==> src/uart_intr_modem_defines.svh <==
// Register offsets, field positions and reset values of the channel block
`ifndef UART_INTR_MODEM_DEFINES_SVH
`define UART_INTR_MODEM_DEFINES_SVH

`define OFS_IDENTITY   3'h2
`define OFS_ENABLES    3'h1
`define OFS_TEST       3'h7
`define OFS_MCTRL      3'h4
`define OFS_LSTAT      3'h5
`define OFS_MSTAT      3'h6
`define OFS_SCRATCH    3'h3
`define OFS_DATA       3'h0

`define IE_RX          0
`define IE_TX          1
`define IE_LS          2
`define IE_MS          3
`define MC_TERM        0
`define MC_RTS         1
`define MC_FLAG        2
`define MC_IGATE       3
`define MC_LOOP        4
`define TC_ROUTE       4
`define MS_RING        2
`define MS_LINES       4

`define ID_NONE        8'h01
`define RST_BYTE       8'h00
`define RST_NIB        4'h0
`define RST_BITS5      5'h00
`define ZERO3          3'h0
`define ZERO4          4'h0
`define ZERO5          5'h00

`endif

==> src/uart_intr_modem_pkg.sv <==
// Types shared by the interrupt and modem-control channel block
package uart_intr_modem_pkg;
	typedef enum logic [1:0] {
		SRC_MODEM,
		SRC_TX,
		SRC_RX,
		SRC_LINE
	} intr_source_t;

	typedef enum logic {
		ID_IDLE,
		ID_READING
	} id_phase_t;
endpackage : uart_intr_modem_pkg

==> src/uart_intr_modem.sv <==
// Interrupt identification, enables and modem control/status of one channel
// Behaviour
// RULE_01: Identification frozen during its read
// RULE_02: Bit 0 low when enabled interrupt pending
// RULE_03: Identification bits 3 to 7 read zero
// RULE_04: Priority line, receive, transmit, modem status
// RULE_05: Each source clears by its own access
// RULE_06: Test bit routes baud clock or data
// RULE_07: Enable bits 0-3 gate four sources
// RULE_08: Disabled source neither reported nor requests
// RULE_09: Enable bits 4 to 7 read zero
// RULE_10: Control bit 0 drives terminal-ready inverted
// RULE_11: Control bit 1 drives request-to-send inverted
// RULE_12: Control bit 2 is plain general flag
// RULE_13: Control bit 3 gates interrupt output
// RULE_14: Control bit 4 selects loopback
// RULE_15: Loopback maps control bits to status
// RULE_16: Loopback forces pins high in AT mode
// RULE_17: Loopback change sources from control bits
// RULE_18: Control bits 5 to 7 read zero
// RULE_19: Change bits set on edges, clear on read
// RULE_20: Ring change only on trailing edge
// RULE_21: Any change bit requests modem interrupt
// RULE_22: Status bits 4-7 are inverted inputs
// RULE_23: Change during read survives the clear
// RULE_24: Scratch byte, absent in XT mode
//
// The register offsets and strobed register access are this design's own decisions.
`include "uart_intr_modem_defines.svh"

module uart_intr_modem
	import uart_intr_modem_pkg::*;
(
	input  wire logic       clk,              // 20 MHz clock
	input  wire logic       sys_rst,          // Synchronous reset, high
	input  wire logic [2:0] reg_addr,         // Register offset
	input  wire logic [7:0] reg_wdata,        // Write data
	input  wire logic       reg_wr,           // Write strobe
	input  wire logic       reg_rd,           // Read strobe
	output logic      [7:0] reg_rdata,        // Read data, one cycle later
	input  wire logic       xt_mode,          // High: XT mode, low: AT mode
	input  wire logic       line_err_event,   // Line error detected, pulse
	input  wire logic       rx_ready_event,   // Character received, pulse
	input  wire logic       tx_empty_event,   // Holding reg emptied, pulse
	input  wire logic [7:0] line_status_in,   // Line status from receiver
	input  wire logic       tx_shift_out,     // Transmit shift output
	input  wire logic       baud_clk_n,       // Baud clock output level
	input  wire logic       serial_rx_pin,    // Serial input pin
	input  wire logic       cts_n,            // Clear-to-send pin
	input  wire logic       dsr_n,            // Data-set-ready pin
	input  wire logic       ri_n,             // Ring pin
	input  wire logic       dcd_n,            // Carrier-detect pin
	output logic            serial_tx_pin,    // Routed serial output pin
	output logic            rx_shift_in,      // Receive shift input
	output logic            dtr_n,            // Terminal-ready pin
	output logic            rts_n,            // Request-to-send pin
	output logic            irq_line_a        // Channel interrupt request
);

	logic [3:0] enables;
	logic [4:0] mctrl;
	logic       route_sel;
	logic [7:0] scratch;
	logic       ls_pend, rx_pend, tx_pend;
	logic [3:0] chg;
	logic [3:0] prev_st;
	logic [7:0] id_view;
	id_phase_t  id_phase;
	logic [3:0] next_enables;
	logic [4:0] next_mctrl;
	logic       next_route_sel;
	logic [7:0] next_scratch;
	logic       next_ls_pend, next_rx_pend, next_tx_pend;
	logic [3:0] next_chg;
	logic [3:0] next_prev_st;
	logic [7:0] next_id_view;
	id_phase_t  next_id_phase;
	logic [7:0] next_rdata;
	logic       next_tx_pin, next_rx_in, next_dtr_n, next_rts_n, next_irq;

	logic       loop;
	logic [3:0] cur_st;   // cts, dsr, ri, dcd in true sense
	logic [7:0] mstat;
	logic [7:0] live_id;
	logic       any_pend;
	logic       rd_id, rd_ls, rd_ms, rd_rx, wr_tx;
	logic [3:0] edge_seen;

	// Ring reports only its trailing edge, the others any change
	for (genvar i = 0; i < `MS_LINES; i++) begin : g_edge
		if (i == `MS_RING) begin : g_ring
			assign edge_seen[i] = prev_st[i] & ~cur_st[i]; // [RULE_20]
		end else begin : g_delta
			assign edge_seen[i] = prev_st[i] ^ cur_st[i]; // [RULE_19]
		end
	end

	always_comb begin
		loop = mctrl[`MC_LOOP];
		rd_id = reg_rd && reg_addr == `OFS_IDENTITY;
		rd_ls = reg_rd && reg_addr == `OFS_LSTAT;
		rd_ms = reg_rd && reg_addr == `OFS_MSTAT;
		rd_rx = reg_rd && reg_addr == `OFS_DATA;
		wr_tx = reg_wr && reg_addr == `OFS_DATA;
		if (loop) begin
			// Control bits stand in for the modem inputs [RULE_15] [RULE_17]
			cur_st = {mctrl[`MC_IGATE], mctrl[`MC_FLAG],
				mctrl[`MC_TERM], mctrl[`MC_RTS]};
			cur_st = {cur_st[3], cur_st[2], cur_st[1], cur_st[0]};
		end else begin
			cur_st = {~dcd_n, ~ri_n, ~dsr_n, ~cts_n}; // [RULE_14] [RULE_22]
		end
		mstat = {cur_st, chg}; // [RULE_22]
		// Priority encode enabled sources only [RULE_04] [RULE_07] [RULE_08]
		any_pend = 1'b1;
		if (ls_pend && enables[`IE_LS])
			live_id = {`ZERO5, SRC_LINE, 1'b0};
		else if (rx_pend && enables[`IE_RX])
			live_id = {`ZERO5, SRC_RX, 1'b0};
		else if (tx_pend && enables[`IE_TX])
			live_id = {`ZERO5, SRC_TX, 1'b0};
		else if ((|chg) && enables[`IE_MS]) // [RULE_21]
			live_id = {`ZERO5, SRC_MODEM, 1'b0};
		else begin
			live_id = `ID_NONE; // [RULE_02] [RULE_03]
			any_pend = 1'b0;
		end
	end

	// Register writes and read data
	always_comb begin
		next_enables = enables;
		next_mctrl = mctrl;
		next_route_sel = route_sel;
		next_scratch = scratch;
		next_rdata = `RST_BYTE;
		if (reg_wr) begin
			case (reg_addr)
				`OFS_ENABLES: next_enables = reg_wdata[3:0]; // [RULE_07]
				`OFS_MCTRL:   next_mctrl = reg_wdata[4:0];
				`OFS_TEST:    next_route_sel = reg_wdata[`TC_ROUTE]; // [RULE_06]
				`OFS_SCRATCH: if (!xt_mode) next_scratch = reg_wdata; // [RULE_24]
				default: ;
			endcase
		end
		if (reg_rd) begin
			case (reg_addr)
				`OFS_IDENTITY: next_rdata = id_view; // [RULE_01]
				`OFS_ENABLES:  next_rdata = {`ZERO4, enables}; // [RULE_09]
				`OFS_MCTRL:    next_rdata = {`ZERO3, mctrl}; // [RULE_18] [RULE_12]
				`OFS_LSTAT:    next_rdata = line_status_in;
				`OFS_MSTAT:    next_rdata = mstat;
				`OFS_SCRATCH:  next_rdata = xt_mode ? `RST_BYTE : scratch;
				default:       next_rdata = `RST_BYTE;
			endcase
		end
	end

	// Pending sources; a new event wins over its clear [RULE_05]
	always_comb begin
		next_ls_pend = (ls_pend && !rd_ls) || line_err_event;
		next_rx_pend = (rx_pend && !rd_rx) || rx_ready_event;
		next_tx_pend = tx_pend;
		if (wr_tx || (rd_id && id_view[2:1] == SRC_TX && !id_view[0]))
			next_tx_pend = 1'b0;
		if (tx_empty_event)
			next_tx_pend = 1'b1;
		next_prev_st = cur_st;
		next_chg = rd_ms ? `RST_NIB : chg; // [RULE_19]
		// Edges set after the clear so none is lost [RULE_23]
		next_chg = next_chg | edge_seen; // [RULE_19] [RULE_20]
	end

	// Freeze the indication while identification is being read [RULE_01]
	always_comb begin
		next_id_phase = rd_id ? ID_READING : ID_IDLE;
		case (id_phase)
			ID_IDLE:    next_id_view = rd_id ? id_view : live_id;
			ID_READING: next_id_view = rd_id ? id_view : live_id;
			default:    next_id_view = live_id;
		endcase
	end

	// Pin outputs
	always_comb begin
		next_rx_in = loop ? tx_shift_out : serial_rx_pin; // [RULE_14]
		next_tx_pin = route_sel ? baud_clk_n
			: (loop ? 1'b1 : tx_shift_out); // [RULE_06] [RULE_14]
		if (loop && !xt_mode) begin
			next_dtr_n = 1'b1; // [RULE_16]
			next_rts_n = 1'b1;
		end else begin
			next_dtr_n = ~mctrl[`MC_TERM]; // [RULE_10]
			next_rts_n = ~mctrl[`MC_RTS]; // [RULE_11]
		end
		next_irq = any_pend && mctrl[`MC_IGATE]; // [RULE_13] [RULE_08]
	end

	always_ff @(posedge clk) begin
		if (sys_rst) begin
			enables <= `RST_NIB;
			mctrl <= `RST_BITS5;
			route_sel <= 1'b0;
			scratch <= `RST_BYTE;
			ls_pend <= 1'b0;
			rx_pend <= 1'b0;
			tx_pend <= 1'b0;
			chg <= `RST_NIB;
			prev_st <= `RST_NIB;
			id_view <= `ID_NONE;
			id_phase <= ID_IDLE;
			reg_rdata <= `RST_BYTE;
			serial_tx_pin <= 1'b1;
			rx_shift_in <= 1'b1;
			dtr_n <= 1'b1;
			rts_n <= 1'b1;
			irq_line_a <= 1'b0;
		end else begin
			enables <= next_enables;
			mctrl <= next_mctrl;
			route_sel <= next_route_sel;
			scratch <= next_scratch;
			ls_pend <= next_ls_pend;
			rx_pend <= next_rx_pend;
			tx_pend <= next_tx_pend;
			chg <= next_chg;
			prev_st <= next_prev_st;
			id_view <= next_id_view;
			id_phase <= next_id_phase;
			reg_rdata <= next_rdata;
			serial_tx_pin <= next_tx_pin;
			rx_shift_in <= next_rx_in;
			dtr_n <= next_dtr_n;
			rts_n <= next_rts_n;
			irq_line_a <= next_irq;
		end
	end

endmodule : uart_intr_modem

==> config.mk <==
export PLATFORM = sky130hd
export DESIGN_NAME = uart_intr_modem
export DESIGN_NICKNAME = d
export VERILOG_FILES = /design/src/uart_intr_modem_pkg.sv /design/src/uart_intr_modem.sv
export VERILOG_INCLUDE_DIRS = /design/src /design/src/src
export SDC_FILE = /design/constraint.sdc
export NUM_CORES = 1
export LEC_CHECK = 0
export ABC_AREA = 1
export BUFFER_PORTS_ARGS = -buffer_cell sky130_fd_sc_hd__buf_2
export CORE_MARGIN = 4
export CORE_UTILIZATION = 53
export DETAILED_ROUTE_END_ITERATION = 12
export PLACE_DENSITY = 0.79
export SETUP_SLACK_MARGIN = 0.4
export SLEW_MARGIN = 20
export SYNTH_ARGS = -nofsm -noshare
export SYNTH_HDL_FRONTEND = slang
export SYNTH_SLANG_ARGS = --single-unit
export TNS_END_PERCENT = 5
==> constraint.sdc <==
create_clock -name clk -period 1.6 [get_ports clk]
set_clock_uncertainty 0.2 [all_clocks]
set_input_delay 0.48 -clock clk [delete_from_list [all_inputs] [get_ports clk]]
set_output_delay 0.48 -clock clk [all_outputs]
set_load 0.03 [all_outputs]
==> impl_metrics.py <==
metrics = {
    "floorplanning": {
        "core_area_mm2": 0.00366,
        "die_h_um": 69.5,
        "initial_utilization_pct": 54.7,
        "num_rows": 22,
        "dieArea_mm2": 0.00483,
        "fp.dieW_um": 69.5,
        "io_pins": 47,
    },
    "synthesis": {
        "synth_top_family_by_area": "simple AND/OR/NAND/NOR gates",
        "ys_ff_latch": 45,
        "syn_area_mm2": 0.00200,
        "synth_adder_area_share_pct": 0,
        "async_reset_ff_share_pct": 0,
        "synth_compound_area_share_pct": 11.6,
        "synth.net_count": 311,
        "syn_avg_cell_area_um2": 7.23,
        "synth_xor_area_share_pct": 1.31,
        "syn_inst": 277,
        "synth_simple_gate_area_share_pct": 33.4,
        "synth_ff_type": "dfxtp_1",
        "ys_seq_area_share_pct": 45.0,
        "synth_mux_area_share_pct": 0,
        "ys_types": 28,
        "synth_edf_count": 0,
        "yosys_warnings": 0,
    },
    "clocking": {
        "numClockSinks": 45,
        "cts-root-buf": "clkbuf_8",
        "cts_max_path_buffers": 2,
        "clk_pin_slew_worst_paths_ns": 0.09,
        "clk-insertion-delay-late_ns": 0.30,
        "cts_max_level": 2,
        "numCtsBuffers": 5,
        "tritoncts": "yes",
    },
    "sta": {
        "slew_viol_final": 0,
        "grt_setup_unrepaired": "true",
        "hold_violations": 0,
        "finalSetupTns_ns": 0,
        "final-setup-viol-count": 0,
        "fin_crit_ns": 1.46,
        "relSlewSlack_pct": 78.6,
        "fmax_mhz": 686,
        "fin_crit_sh_pct": 91.2,
        "worstMarginPinSlew_ns": 0.319,
    },
    "routing": {
        "drt-initial-drc-count": 181,
        "wirelength_um": 5100,
        "avgRoutedWirePerCell_um": 13.4,
        "drc": 0,
        "drt-pass1-iter-count": 5,
        "vias_per_cell": 5.19,
        "vias": 1983,
        "postRouteAntennaNets": 0,
    },
    "power": {
        "peakVddDrop_v": 0.000621,
        "p_leak_nw": 1.14,
        "p_per_area_mw_per_mm2": 870,
    },
    "final_layout": {
        "n_fill_cell": 331,
        "nNetsFinal": 367,
        "area_growth_syn_to_layout_pct": 24.4,
        "fin_cells": 382,
        "drive_gt1_share_pct": 27.2,
        "multi_input_area_um2": 928,
        "regArea_um2": 911,
        "n_antenna_cell": 0,
    },
    "setup_path": {
        "critical_path.cell_chain": "buf_6",
        "path_buf_inv": 1,
        "slowest_stage": "dfxtp_2",
        "slowest_delay_ns": 0.35,
        "critical_path_class": "reg -> out",
        "required_ns": 0.92,
        "worstPathArrival_ns": 0.78,
        "cp-end-kind": "output port",
        "cp_top_family": "flip-flops",
        "cp-start-kind": "flip-flop",
        "cp_max_fo": 1,
    },
    "grt": {
        "grt_use_met1_pct": 30.2,
        "grt_busiest_layer": "met2",
        "track_usage_pct": 21.9,
        "met3_usage_pct": 4.35,
        "grt_pass1_vias": 1907,
        "grt_pass1_wl_um": 8640,
        "grt_remaining_overflow": 0,
        "grt_max_degree": 15,
        "grt.met2_usage_pct": 34.3,
        "antenna_found_initial": 0,
    },
    "placed_design": {
        "place_hpwl_um": 3940,
        "gp_congestion": 0.868,
        "io_buffers": 46,
        "placed_cells": 374,
    },
    "run": {
        "drv_cap": 0,
    },
    "status": {
        "outcome": "complete, no violations",
    },
    "worst_hold_path": {
        "min_path_type": "in -> reg",
    },
}
## cell type report
type,instances,area share [%]
inverters,28,4.52
multi-input cells,195,37.2
clock buffers,5,2.76
clock inverters,3,0.703
flip-flops and latches,45,36.5
repair buffers,58,15.8
well taps,48,2.41
## cells in the mapped netlist (2+ instances only)
| cell | n | area share, % |
|---|---|---|
| buf_6 | 2 | 1.1 |
| nor2_2 | 2 | 0.62 |
| o21ai_0 | 11 | 2.7 |
| nand2_2 | 3 | 0.94 |
| a21oi_1 | 21 | 5.2 |
| buf_4 | 2 | 0.75 |
| nor3_1 | 9 | 2.2 |
| buf_2 | 4 | 1.0 |
| nor2_1 | 36 | 6.7 |
| inv_2 | 5 | 0.94 |
| inv_1 | 21 | 3.9 |
| dfxtp_1 | 45 | 45 |
| o21ai_1 | 12 | 3.0 |
| nor2_4 | 3 | 1.7 |
| a31oi_1 | 2 | 0.62 |
| nand4_1 | 2 | 0.62 |
| xnor2_1 | 2 | 0.87 |
| nand3_1 | 23 | 5.7 |
| nand2_1 | 63 | 12 |
## metal layers
layer / up-vias / wire length, um
li1: 1002 / -
met1: 890 / 2290
met2: 82 / 2320
met3: 9 / 406
met4: 0 / 85
met5: - / 0
## sequential cells by signal, indices dropped and copies added (netlist names)
name           flops
scratch            8
id_view            3
irq_line_a         1
tx_pend            1
enables            4
dtr_n              1
ls_pend            1
serial_tx_pin      1
rx_pend            1
chg                4
reg_rdata          8
prev_st            4
mctrl              5
route_sel          1
rx_shift_in        1
rts_n              1
## report_power, final
part | leakage, nW | switching, mW | internal (mW)
Clock | 0.0439 | 0.385 | 0.302
Combinational | 0.722 | 0.171 | 0.116
Sequential | 0.369 | 0.0309 | 1.16
Total | 1.14 | 0.587 | 1.58
## worst reg2reg max path: cells and delay by family (launching register included)
family	cells	cell delay [ns]
flip-flops	1	0.37
AO/OA/AOI/OAI	2	0.37
AND/OR/NAND/NOR	2	0.20
buffers and inverters	1	0.10
## worst paths after layout
| check | slack [ns] | from | cells after the start | to |
|---|---|---|---|---|
| min reg2reg | 0.25 | mctrl[1] | 1 | rts_n |
| max reg2reg | 0.26 | mctrl[4] | 5 | reg_rdata[5] |
| min | 0.20 | rx_ready_event | 3 | rx_pend |
| max | 0.14 | dtr_n | 1 | dtr_n |
## cell families (layout without fill, tap and decap cells)
group	after synthesis	in the layout
AOI/OAI and AO/OA	46	46
xor gates and xnor gates	3	3
buffers and inverters	37	94
DFF	45	45
and+or+nand+nor	146	146
## cells in the final DEF, fill, tap and decap left out, types with 2 or more instances in the layout
cell type	Yosys	routed
clkinv_2	0	2
inv_1	21	21
a31oi_1	2	2
nand2_2	3	3
clkbuf_8	0	5
nand4_1	2	2
nor2_1	36	36
dfxtp_1	45	37
xnor2_1	2	2
o21ai_1	12	13
o21ai_0	11	10
a21oi_1	21	21
inv_2	5	5
nor2_2	2	2
buf_4	2	14
nor3_1	9	9
nor2_4	3	3
buf_2	4	33
nand2_1	63	63
dfxtp_2	0	8
nand3_1	23	23
buf_6	2	11
## what timing repair did
action,CTS,global route
setup buffers,0,0
setup endpoints to repair,53,55
hold buffers,0,0
resized for setup,28,5
## through the flow
stage                     instance area (um2)  power [mW]  setup slack, ns  hold slack, ns  utilization [%]
after global routing                     2490        2.25            0.128           0.211             68.1
final                                    2490        2.17            0.141           0.199             68.1
after global placement                   2320        1.49          -0.0479           0.231             63.4
after floorplan                          2010        1.39            0.117           0.189                -
after detailed placement                 2320        1.49          -0.0538           0.234             63.4
after CTS                                2480        2.17            0.149           0.184             67.6
Power figures use the tool's default switching activity.
